[src/hw/dma_chan_pkg.sv]
// constants shared by the dma channel register block and its testbench
// assumes a single 20 MHz clock domain and an apb master with 32-bit data
package dma_chan_pkg;
   // register byte offsets on the apb bus
   localparam logic [7:0] PRIMARY_START_OFS = 8'h00;
   localparam logic [7:0] SECONDARY_START_OFS = 8'h04;
   localparam logic [7:0] PERIPH_ADDR_OFS = 8'h08;
   localparam logic [7:0] TRANSFER_COUNT_OFS = 8'h0C;
   localparam logic [7:0] CONTROL_OFS = 8'h10;
   localparam logic [7:0] STATUS_OFS = 8'h14;
   // field widths and positions
   localparam int ADDR_W = 16;
   localparam int COUNT_W = 10;
   localparam int CTRL_ENABLE_BIT = 0;
   localparam int CTRL_SELECT_BIT = 1;
   localparam int STAT_BUSY_BIT = 0;
   localparam int STAT_DONE_BIT = 1;
   localparam int STAT_PENDING_BIT = 2;
   localparam int STAT_REMAIN_LSB = 16;
   // reset values
   localparam logic [15:0] ADDR_RESET = 16'h0000;
   localparam logic [9:0] COUNT_RESET = 10'h000;
   // ram pointer advance per transfer, one 16-bit word in byte addresses
   localparam logic [15:0] ADDR_STEP = 16'h0002;
   // width of one transfer descriptor pushed into the buffer
   localparam int XFER_W = 2 * ADDR_W;
   // channel engine states
   typedef enum logic [1:0] {
      ST_IDLE = 2'b01,
      ST_ACTIVE = 2'b10
   } chan_state_e;
endpackage

[src/hw/dma_channel_regs.sv]
// one dma channel: address and count registers on apb plus the transfer engine
// assumes apb master per protocol, peripheral request pulses synchronous to clock
//
// Behaviour
// - channel holds sixteen-bit secondary ram start address
// - secondary register read returns live ram pointer
// - channel holds sixteen-bit peripheral data address
// - ten-bit count; count plus one transfers
// - count upper six bits ignore writes, read zero
// - channel holds sixteen-bit primary ram start address
//
// The implementer's own choices: the register offsets and register access over APB.
module dma_channel_regs (
   input wire logic clock, // 20 MHz system clock
   input wire logic nrst, // synchronous reset, active low
   input wire logic psel, // apb select
   input wire logic penable, // apb access phase
   input wire logic pwrite, // apb direction, high for write
   input wire logic [7:0] paddr, // apb byte address
   input wire logic [31:0] pwdata, // apb write data
   output logic [31:0] prdata, // apb read data
   output logic pready, // apb ready
   output logic pslverr, // apb error on unmapped address
   input wire logic xferReq, // peripheral asks for one transfer
   output logic xferValid, // transfer descriptor available
   output logic [dma_chan_pkg::ADDR_W-1:0] xferRamAddr, // ram address of this transfer
   output logic [dma_chan_pkg::ADDR_W-1:0] xferPeriphAddr, // peripheral address of this transfer
   input wire logic xferReady, // mover takes the descriptor
   output logic channelBusy, // channel enabled and running
   output logic blockDone // one-cycle pulse at block end
);
   import dma_chan_pkg::*;

   logic [ADDR_W-1:0] primaryStart_reg; // primary_start_addr
   logic [ADDR_W-1:0] secondaryStart_reg; // secondary_start_addr
   logic [ADDR_W-1:0] periphAddr_reg; // peripheral_address
   logic [COUNT_W-1:0] transferCount_reg; // transfer_total_minus_one
   logic enable_reg; // channel enable
   logic bufSelect_reg; // 0 primary base, 1 secondary base
   logic done_reg; // sticky block complete
   logic pending_reg; // request waiting for buffer room
   logic [ADDR_W-1:0] ramPtr_reg; // live ram address pointer
   logic [COUNT_W-1:0] remain_reg; // transfers left minus one
   logic [31:0] prdata_reg; // read data latched in setup
   logic pready_reg; // ready for the access phase
   logic pslverr_reg; // error for the access phase
   logic blockDone_reg; // completion pulse
   chan_state_e state_reg; // engine state
   logic [31:0] readMux; // read data for the current address
   logic mapped; // address hits a register
   logic wrStrobe; // write takes effect this edge
   logic startReq; // software enables an idle channel
   logic stopReq; // software disables the channel
   logic doneClear; // software clears the done flag
   logic push; // one transfer enters the buffer
   logic lastPush; // this push ends the block
   logic bufInReady; // buffer room
   logic [XFER_W-1:0] bufOutData; // descriptor leaving the buffer

   // apb strobes: writes land only when the access phase is answered
   assign wrStrobe = psel && penable && pready_reg && pwrite;
   assign startReq = wrStrobe && (paddr == CONTROL_OFS) && pwdata[CTRL_ENABLE_BIT] && !enable_reg;
   assign stopReq = wrStrobe && (paddr == CONTROL_OFS) && !pwdata[CTRL_ENABLE_BIT];
   assign doneClear = wrStrobe && (paddr == STATUS_OFS) && pwdata[STAT_DONE_BIT];
   assign push = (state_reg == ST_ACTIVE) && (pending_reg || xferReq) && bufInReady;
   assign lastPush = push && (remain_reg == COUNT_RESET);

   // read decode; both start address registers show the live pointer
   always_comb begin
      readMux = 32'h0000_0000;
      mapped = 1'b1;
      case (paddr)
         PRIMARY_START_OFS: readMux[ADDR_W-1:0] = ramPtr_reg;
         SECONDARY_START_OFS: readMux[ADDR_W-1:0] = ramPtr_reg;
         PERIPH_ADDR_OFS: readMux[ADDR_W-1:0] = periphAddr_reg;
         TRANSFER_COUNT_OFS: readMux[COUNT_W-1:0] = transferCount_reg;
         CONTROL_OFS: begin
            readMux[CTRL_ENABLE_BIT] = enable_reg;
            readMux[CTRL_SELECT_BIT] = bufSelect_reg;
         end
         STATUS_OFS: begin
            readMux[STAT_BUSY_BIT] = enable_reg;
            readMux[STAT_DONE_BIT] = done_reg;
            readMux[STAT_PENDING_BIT] = pending_reg;
            readMux[STAT_REMAIN_LSB +: COUNT_W] = remain_reg;
         end
         default: mapped = 1'b0;
      endcase
   end

   // apb answer: one wait-free access phase, data captured in setup
   always_ff @(posedge clock) begin
      if (!nrst) begin
         pready_reg <= 1'b0;
         pslverr_reg <= 1'b0;
         prdata_reg <= 32'h0000_0000;
      end else begin
         pready_reg <= psel && !penable;
         pslverr_reg <= psel && !penable && !mapped;
         if (psel && !penable && !pwrite) begin
            prdata_reg <= readMux;
         end
      end
   end

   // configuration registers; writes while enabled are the caller's risk
   always_ff @(posedge clock) begin
      if (!nrst) begin
         primaryStart_reg <= ADDR_RESET;
         secondaryStart_reg <= ADDR_RESET;
         periphAddr_reg <= ADDR_RESET;
         transferCount_reg <= COUNT_RESET;
         bufSelect_reg <= 1'b0;
      end else if (wrStrobe) begin
         case (paddr)
            PRIMARY_START_OFS: primaryStart_reg <= pwdata[ADDR_W-1:0];
            SECONDARY_START_OFS: secondaryStart_reg <= pwdata[ADDR_W-1:0];
            PERIPH_ADDR_OFS: periphAddr_reg <= pwdata[ADDR_W-1:0];
            TRANSFER_COUNT_OFS: transferCount_reg <= pwdata[COUNT_W-1:0];
            CONTROL_OFS: bufSelect_reg <= pwdata[CTRL_SELECT_BIT];
            default: bufSelect_reg <= bufSelect_reg;
         endcase
      end
   end

   // engine state, enable, pointer and remaining count
   always_ff @(posedge clock) begin
      if (!nrst) begin
         state_reg <= ST_IDLE;
         enable_reg <= 1'b0;
         ramPtr_reg <= ADDR_RESET;
         remain_reg <= COUNT_RESET;
      end else begin
         case (state_reg)
            ST_IDLE: begin
               if (startReq) begin
                  // base chosen by the select bit written in the same word
                  ramPtr_reg <= pwdata[CTRL_SELECT_BIT] ? secondaryStart_reg : primaryStart_reg;
                  remain_reg <= transferCount_reg;
                  enable_reg <= 1'b1;
                  state_reg <= ST_ACTIVE;
               end
            end
            ST_ACTIVE: begin
               if (stopReq || lastPush) begin
                  // block ends after count plus one pushes
                  enable_reg <= 1'b0;
                  state_reg <= ST_IDLE;
               end
               if (push) begin
                  ramPtr_reg <= ramPtr_reg + ADDR_STEP;
                  if (!lastPush) begin
                     remain_reg <= remain_reg - 10'h001;
                  end
               end
            end
            default: state_reg <= ST_IDLE;
         endcase
      end
   end

   // request latch: a request meeting a full buffer waits; a new one wins over the clear
   always_ff @(posedge clock) begin
      if (!nrst) begin
         pending_reg <= 1'b0;
      end else if (state_reg != ST_ACTIVE || stopReq) begin
         pending_reg <= 1'b0;
      end else if (xferReq && !(push && !pending_reg)) begin
         pending_reg <= 1'b1;
      end else if (push) begin
         pending_reg <= 1'b0;
      end
   end

   // done flag and pulse; completion beats a simultaneous software clear
   always_ff @(posedge clock) begin
      if (!nrst) begin
         done_reg <= 1'b0;
         blockDone_reg <= 1'b0;
      end else begin
         blockDone_reg <= lastPush && !stopReq;
         if (lastPush && !stopReq) begin
            done_reg <= 1'b1;
         end else if (doneClear) begin
            done_reg <= 1'b0;
         end
      end
   end

   // descriptor buffer; its ready stalls the engine, so a slow mover loses nothing
   two_entry_buffer #(.WIDTH(XFER_W)) descBuf (
      .clock(clock),
      .nrst(nrst),
      .inValid(push),
      .inData({ramPtr_reg, periphAddr_reg}),
      .inReady(bufInReady),
      .outValid(xferValid),
      .outData(bufOutData),
      .outReady(xferReady)
   );

   assign xferRamAddr = bufOutData[XFER_W-1:ADDR_W];
   assign xferPeriphAddr = bufOutData[ADDR_W-1:0];
   assign prdata = prdata_reg;
   assign pready = pready_reg;
   assign pslverr = pslverr_reg;
   assign channelBusy = enable_reg;
   assign blockDone = blockDone_reg;
endmodule

[src/hw/two_entry_buffer.sv]
// two-entry skid buffer with valid and ready on both sides
// assumes the filling side holds data while inValid is high and inReady low
module two_entry_buffer #(
   parameter int WIDTH = 32
) (
   input wire logic clock, // system clock
   input wire logic nrst, // synchronous reset, active low
   input wire logic inValid, // filling side offers a word
   input wire logic [WIDTH-1:0] inData, // word offered
   output logic inReady, // buffer can take a word
   output logic outValid, // head word valid
   output logic [WIDTH-1:0] outData, // head word
   input wire logic outReady // draining side takes the head word
);
   logic skidValid_reg; // second entry occupied
   logic [WIDTH-1:0] skidData_reg; // second entry
   logic outValid_reg; // head entry occupied
   logic [WIDTH-1:0] outData_reg; // head entry
   logic inReady_reg; // mirror of an empty second entry

   assign outValid = outValid_reg;
   assign outData = outData_reg;
   assign inReady = inReady_reg;

   // head and skid update; skid only fills when the head is stalled, so nothing is lost
   always_ff @(posedge clock) begin
      if (!nrst) begin
         outValid_reg <= 1'b0;
         outData_reg <= '0;
         skidValid_reg <= 1'b0;
         skidData_reg <= '0;
         inReady_reg <= 1'b1;
      end else if (!outValid_reg || outReady) begin
         // head is free or leaving: refill from skid first to keep order
         if (skidValid_reg) begin
            outData_reg <= skidData_reg;
            outValid_reg <= 1'b1;
            skidValid_reg <= 1'b0;
            inReady_reg <= 1'b1;
         end else if (inValid) begin
            outData_reg <= inData;
            outValid_reg <= 1'b1;
         end else begin
            outValid_reg <= 1'b0;
         end
      end else if (inValid && inReady_reg) begin
         // head stalled: park the word and stop the source
         skidData_reg <= inData;
         skidValid_reg <= 1'b1;
         inReady_reg <= 1'b0;
      end
   end
endmodule

[config.mk]
export PLATFORM = sky130hd
export DESIGN_NAME = dma_channel_regs
export DESIGN_NICKNAME = d
export VERILOG_FILES = /design/src/hw/dma_chan_pkg.sv /design/src/hw/dma_channel_regs.sv /design/src/hw/two_entry_buffer.sv
export SDC_FILE = /design/constraint.sdc
export NUM_CORES = 1
export LEC_CHECK = 0
export CORE_AREA = 10 10 227 121
export CTS_BUF_LIST = sky130_fd_sc_hd__clkbuf_4 sky130_fd_sc_hd__clkbuf_8
export CTS_CLUSTER_DIAMETER = 80
export CTS_CLUSTER_SIZE = 24
export DETAILED_ROUTE_END_ITERATION = 7
export DIE_AREA = 0 0 237 131
export DONT_BUFFER_PORTS = 1
export PLACE_DENSITY = 0.58
export SLEW_MARGIN = 25
export SYNTH_ARGS = -nofsm -noshare
export SYNTH_HDL_FRONTEND = slang
export SYNTH_SLANG_ARGS = --single-unit
[constraint.sdc]
create_clock -name clock -period 2.8 [get_ports clock]
set_input_delay 0.56 -clock clock [delete_from_list [all_inputs] [get_ports clock]]
set_output_delay 0.56 -clock clock [all_outputs]
set_load 0.1 [all_outputs]
== Word level (Yosys, flattened, before mapping) ==
Index checks and enable logic that the tools add are counted.

* Output and inout port bits: 69
* Input bits: 47
* Bits in registers: 186

* Reductions and logical operators: 55
* Eq/ne operators: 13
* Add/sub/neg operators: 2
* Bitwise gates (word level): 2
* Multiplexer cells: 31

{| class="wikitable"
|+ Operator list
! cell !! count
|-
| two-way mux 32 bit || 2
|-
| two-way mux 16 bit || 3
|-
| two-way mux 10 bit || 4
|-
| case mux 16 bit (2 select lines) || 1
|-
| case mux 7 bit (3 select lines) || 1
|-
| case mux 10 bit (2 select lines) || 1
|-
| logical AND 1 bit || 19
|-
| AND reduction 2 bit || 9
|-
| adder 16 x 2 -> 16 bit (second input constant) || 1
|-
| == test 8 x 4 -> 1 bit (second input constant) || 2
|-
| == test 8 x 5 -> 1 bit (second input constant) || 2
|-
| two-way mux 1 bit || 12
|-
| case mux 6 bit (2 select lines) || 1
|-
| logical NOT 10 bit || 1
|-
| case mux 2 bit (5 select lines) || 1
|-
| nonzero test 2 bit || 5
|-
| subtractor 10 x 1 -> 10 bit (second input constant) || 1
|-
| logical NOT 1 bit || 9
|-
| == test 8 x 3 -> 1 bit (second input constant) || 1
|-
| logical NOT 8 bit || 1
|-
| inequality test 2 x 1 -> 1 bit (second input constant) || 3
|-
| inequality test 2 bit (second input constant) || 3
|-
| AND reduction 3 bit || 2
|-
| OR reduction 2 bit || 3
|-
| other kinds (10) || 15
|}

== Longest topological paths before layout ==
* Depth in word-level cells: 8
* Gate-level depth with buffers: 8
* Gate-level depth less buffers: 7

== Cells and area by module ==
Synthesis repeated with hierarchy kept, for this count alone.

* Cells, all modules: 947
* Area total of the unflattened synthesis: 8351.8 um2

{| class="wikitable"
|+ Modules (own cells, without submodules)
! module !! cells an instance !! sequential area each (um2) !! times used !! area an instance (um2)
|-
| dma_channel_regs || 645 || 2382.3 || 1 || 5482.8
|-
| two_entry_buffer || 302 || 1341.3 || 1 || 2869.0
|}

== Worst setup path before layout ==
No wires, ideal clock.

* Path kind: register to register
* From: reg pready_reg (netlist: pready)
* To: reg remain_reg[1]
* Data arrival time: 2.268 ns
* Slack: 0.462 ns
* Required time: 2.730 ns
* Stages on the path, launching flop included: 8
* Path buffers: 2
* Cell sequence: dfxtp_1 > and4_1 > and4_1 > buf_4 > a22oi_1 > buf_2 > a211o_1 > a21oi_1

* Cells in the longest elaborated chain, start to end: 7

{| class="wikitable"
|+ RTL lines
! item !! line !! source
|-
| start, declared || dma_channel_regs.sv:45 || <nowiki>logic pready_reg;</nowiki>
|-
| start signal, assigned || dma_channel_regs.sv:98 || <nowiki>pready_reg <= psel && !penable;</nowiki>
|-
| logical AND 1 bit (2 in a row) || dma_channel_regs.sv:61 || <nowiki>assign wrStrobe = psel && penable && pready_reg && pwrite;</nowiki>
|-
| logical AND 1 bit (3 in a row) || dma_channel_regs.sv:62 || <nowiki>assign startReq = wrStrobe && (paddr == CONTROL_OFS) && pwdata[CTRL_ENABLE_BIT] && !enable_reg;</nowiki>
|-
| inequality test 2 bit (no source line) || - ||
|-
| AND reduction 4 bit (no source line) || - ||
|-
| end signal, assigned || dma_channel_regs.sv:139 || <nowiki>remain_reg <= transferCount_reg;</nowiki>
|-
| end signal, assigned || dma_channel_regs.sv:153 || <nowiki>remain_reg <= remain_reg - 10'h001;</nowiki>
|-
| end, declared || dma_channel_regs.sv:43 || <nowiki>logic [COUNT_W-1:0] remain_reg;</nowiki>
|}

Every way passes these cells.
A chain may end at the register's enable or synchronous reset.

== Worst setup path after layout ==
* From: reg remain_reg[0]
* To: reg remain_reg[0]

* Cells in the longest elaborated chain, start to end: 4

{| class="wikitable"
|+ RTL lines
! item !! line
|-
| subtractor 10 x 1 -> 10 bit or logical NOT 10 bit (tied branches) || dma_channel_regs.sv:153, dma_channel_regs.sv:66
|-
| two-way mux 10 bit or logical AND 1 bit (tied branches) || dma_channel_regs.sv:152, dma_channel_regs.sv:66
|-
| two-way mux 10 bit or inequality test 2 bit (tied branches) || -
|-
| case mux 10 bit (2 select lines) or AND reduction 4 bit (tied branches) || -
|}

Parallel ways exist; a longest one is shown, timed or not. The select of a mux whose other input is x is not followed.

==> flow_metrics.tcl <==
set metrics [dict create \
    status "finished clean" \
    routed_wl_microns 25000 \
    syn-cell-area_sq_um 8120 \
    setup_viol 0 \
    nets 1021 \
    grt-ovfl-total 0 \
    grt_max_degree 72 \
    fin_crit_sh_pct 83.7 \
    synth-edff-count 0 \
    cts_htree_levels 4 \
    syn_to_final_growth_pct 10.0 \
    finalInstanceArea_sq_um 8940 \
    postPlaceCellArea_sq_um 8490 \
    grt_pass1_wl_microns 38600 \
    fin_ws_ns 0.457 \
    hold_viol_final 0 \
    cts-buffers-inserted 17 \
    synth_common_cells "nand2_1 (231), dfxtp_1 (186), a21oi_1 (135)" \
    total_power_mw 4.82 \
    initial_core_util_pct 34.5 \
    clockBufferDepth 2 \
    coreArea_sq_um 23600 \
    routabilityCongestion 0.902 \
    critPathLaunchType "flop" \
    synth_top_area_cell "dfxtp_1" \
    drcViolationCount 0 \
    maxCapViolCount 0 \
    p_leak_nw 2.85 \
    fin_cells 1300 \
    grtUsageTotal_pct 15.9 \
    die_x_microns 237 \
    async_flop_share_pct 0 \
    max_freq_ghz 0.427 \
    crit_slowest_cell "or3b_2" \
    ctsResizeCount 0 \
    via_per_inst 5.35 \
    whs_ns 0.150 \
    max-slew-margin-rel_pct 33.1 \
    port_buffers 0 \
    synth_top_cell_area_share_pct 45.8 \
    max_stage_delay_ns 0.52 \
    setup-tns-final_ns 0 \
    powerDensity_nw_per_um2 539 \
    end_kind "flop" \
    finalMaxSlewViolations 0 \
    insertion_delay_ns 0.50 \
    peakVddDrop_mv 0.281 \
    yosysMostFrequentCell "nand2_1" \
    fin_skew_ns 0.0114 \
    tritoncts "done" \
    pre_cts_ws_ns 0.304 \
    cts.sinks 186 \
    die_area_sq_um 31000 \
    antennaDiodeCount 0 \
    crit_fanout 21 \
    yosys_warnings 0 \
    critPathRequiredTime_ns 3.16 \
    worstPathCellList "inv_1, ha_1, or3b_2, or3_1, a22oi_1, buf_4, nand3b_1, a31oi_1" \
    cts_setup_buffers 0 \
    fillers 2401 \
    drive_above_1_share_pct 10.5 \
    synth_seq_cells 186 \
    fin_util_pct 37.9 \
    die_h_microns 131 \
    seq_area_frac_synth_pct 45.8 \
    post-route-min-period_ns 2.34 \
    syn_inst 994 \
    dp_hpwl_microns 17800 \
    hp-class "in2reg" \
    synthFlopType "dfxtp_1" \
    root_buffer "clkbuf_8" \
    critPathKind "reg2reg" \
    dp_cells 1268 \
    ant_nets 0 \
    synth_cell_types 61 \
    antenna_found_initial 0 \
    synth_area_leaders "dfxtp_1 (46%), nand2_1 (11%), a21oi_1 (8.3%), mux2i_1 (6.9%), nor2_1 (3.3%)" \
    tightest_slew_ns 1.00 \
    rsz0062_at_grt "false" \
    drt_iter0_drc 786 \
    ctsHoldBuffers 0 \
    cts.clk_slew.worst_paths_ns 0.09 \
    vias 6953 \
    drt_first_pass_iters 6 \
    avgSynthCellArea_sq_um 8.17 \
    rows 40 \
    routedWlPerCell_microns 19.2 \
    worstPathArrival_ns 2.70 \
    ios 116 \
    grt_pass1_vias 6275 \
]
==> routing by layer <==
layer / wire length (microns) / share of wire [%] / track usage [%] / vias to the layer above
met1: 12100 / 49 / 22.7 / 3295
li1: - / - / - / 3427
met4: 226 / 0.90 / 3.76 / 0
met5: 0 / 0 / 0 / -
met2: 10400 / 41 / 22.3 / 212
met3: 2270 / 9.1 / 5.56 / 19
==> worst paths after layout <==
check	from	endpoint	slack, ns	cells after the start
setup / recovery	remain_reg[0]	remain_reg[0]	0.46	8
hold / removal	nrst	state_reg[0]	0.15	1
setup reg to reg	remain_reg[0]	remain_reg[0]	0.46	8
hold reg to reg	secondaryStart_reg[13]	secondaryStart_reg[13]	0.46	2
==> cell type report <==
type	count	area, sq um	area share [%]
clock inverters	13	191	2.14
clock buffers	19	255	2.86
repair buffers	43	348	3.89
inverters	8	32.5	0.364
multi-input cells	716	3990	44.7
flip-flops and latches	186	3720	41.7
well taps	315	394	4.41
==> critical path: cells and delay by family (launching register included) <==
family / cells / cell delay, ns
AND/OR/NAND/NOR: 3 / 1.06
AO/OA/AOI/OAI: 2 / 0.24
buffers and inverters: 2 / 0.34
adder cells (fa/ha/maj): 1 / 0.18
flip-flops: 1 / 0.39
==> kinds of logic (layout without fill, tap and decap cells) <==
family                   count (synthesis)  count (layout)  share of synthesized area [%]
multiplexers                            60              60                           7.45
flip-flops                             186             186                           45.8
adder cells (fa/ha/maj)                  2               2                          0.308
buffers and inverters                   97              83                           5.42
XOR/XNOR                                 3               3                          0.323
other                                    1               6                         0.0462
AO/OA/AOI/OAI                          253             253                           19.3
AND/OR/NAND/NOR                        392             392                           21.3
==> cell usage in the layout (no fill, tap or decap), drive strengths merged, types with 5 or more instances in the layout <==
master and instances:
nor3 15, o211ai 5, o21ai 12, a211o 5, a22oi 11, nand3 18
dfxtp 186, conb 6, clkbuf 19, nor2 71, nor2b 8, o22ai 8
or3 8, nand4 6, nand2 231, mux2i 56, o31ai 9, nand2b 8
a21oi 136, inv 10, a211oi 33, buf 43, o2111ai 7
==> power by group <==
| group | switching [mW] | internal, mW |
|---|---|---|
| Combinational | 0.101 | 0.0257 |
| Sequential | 0.00523 | 2.64 |
| Clock | 1.03 | 1.01 |
Power figures use the tool's default switching activity.
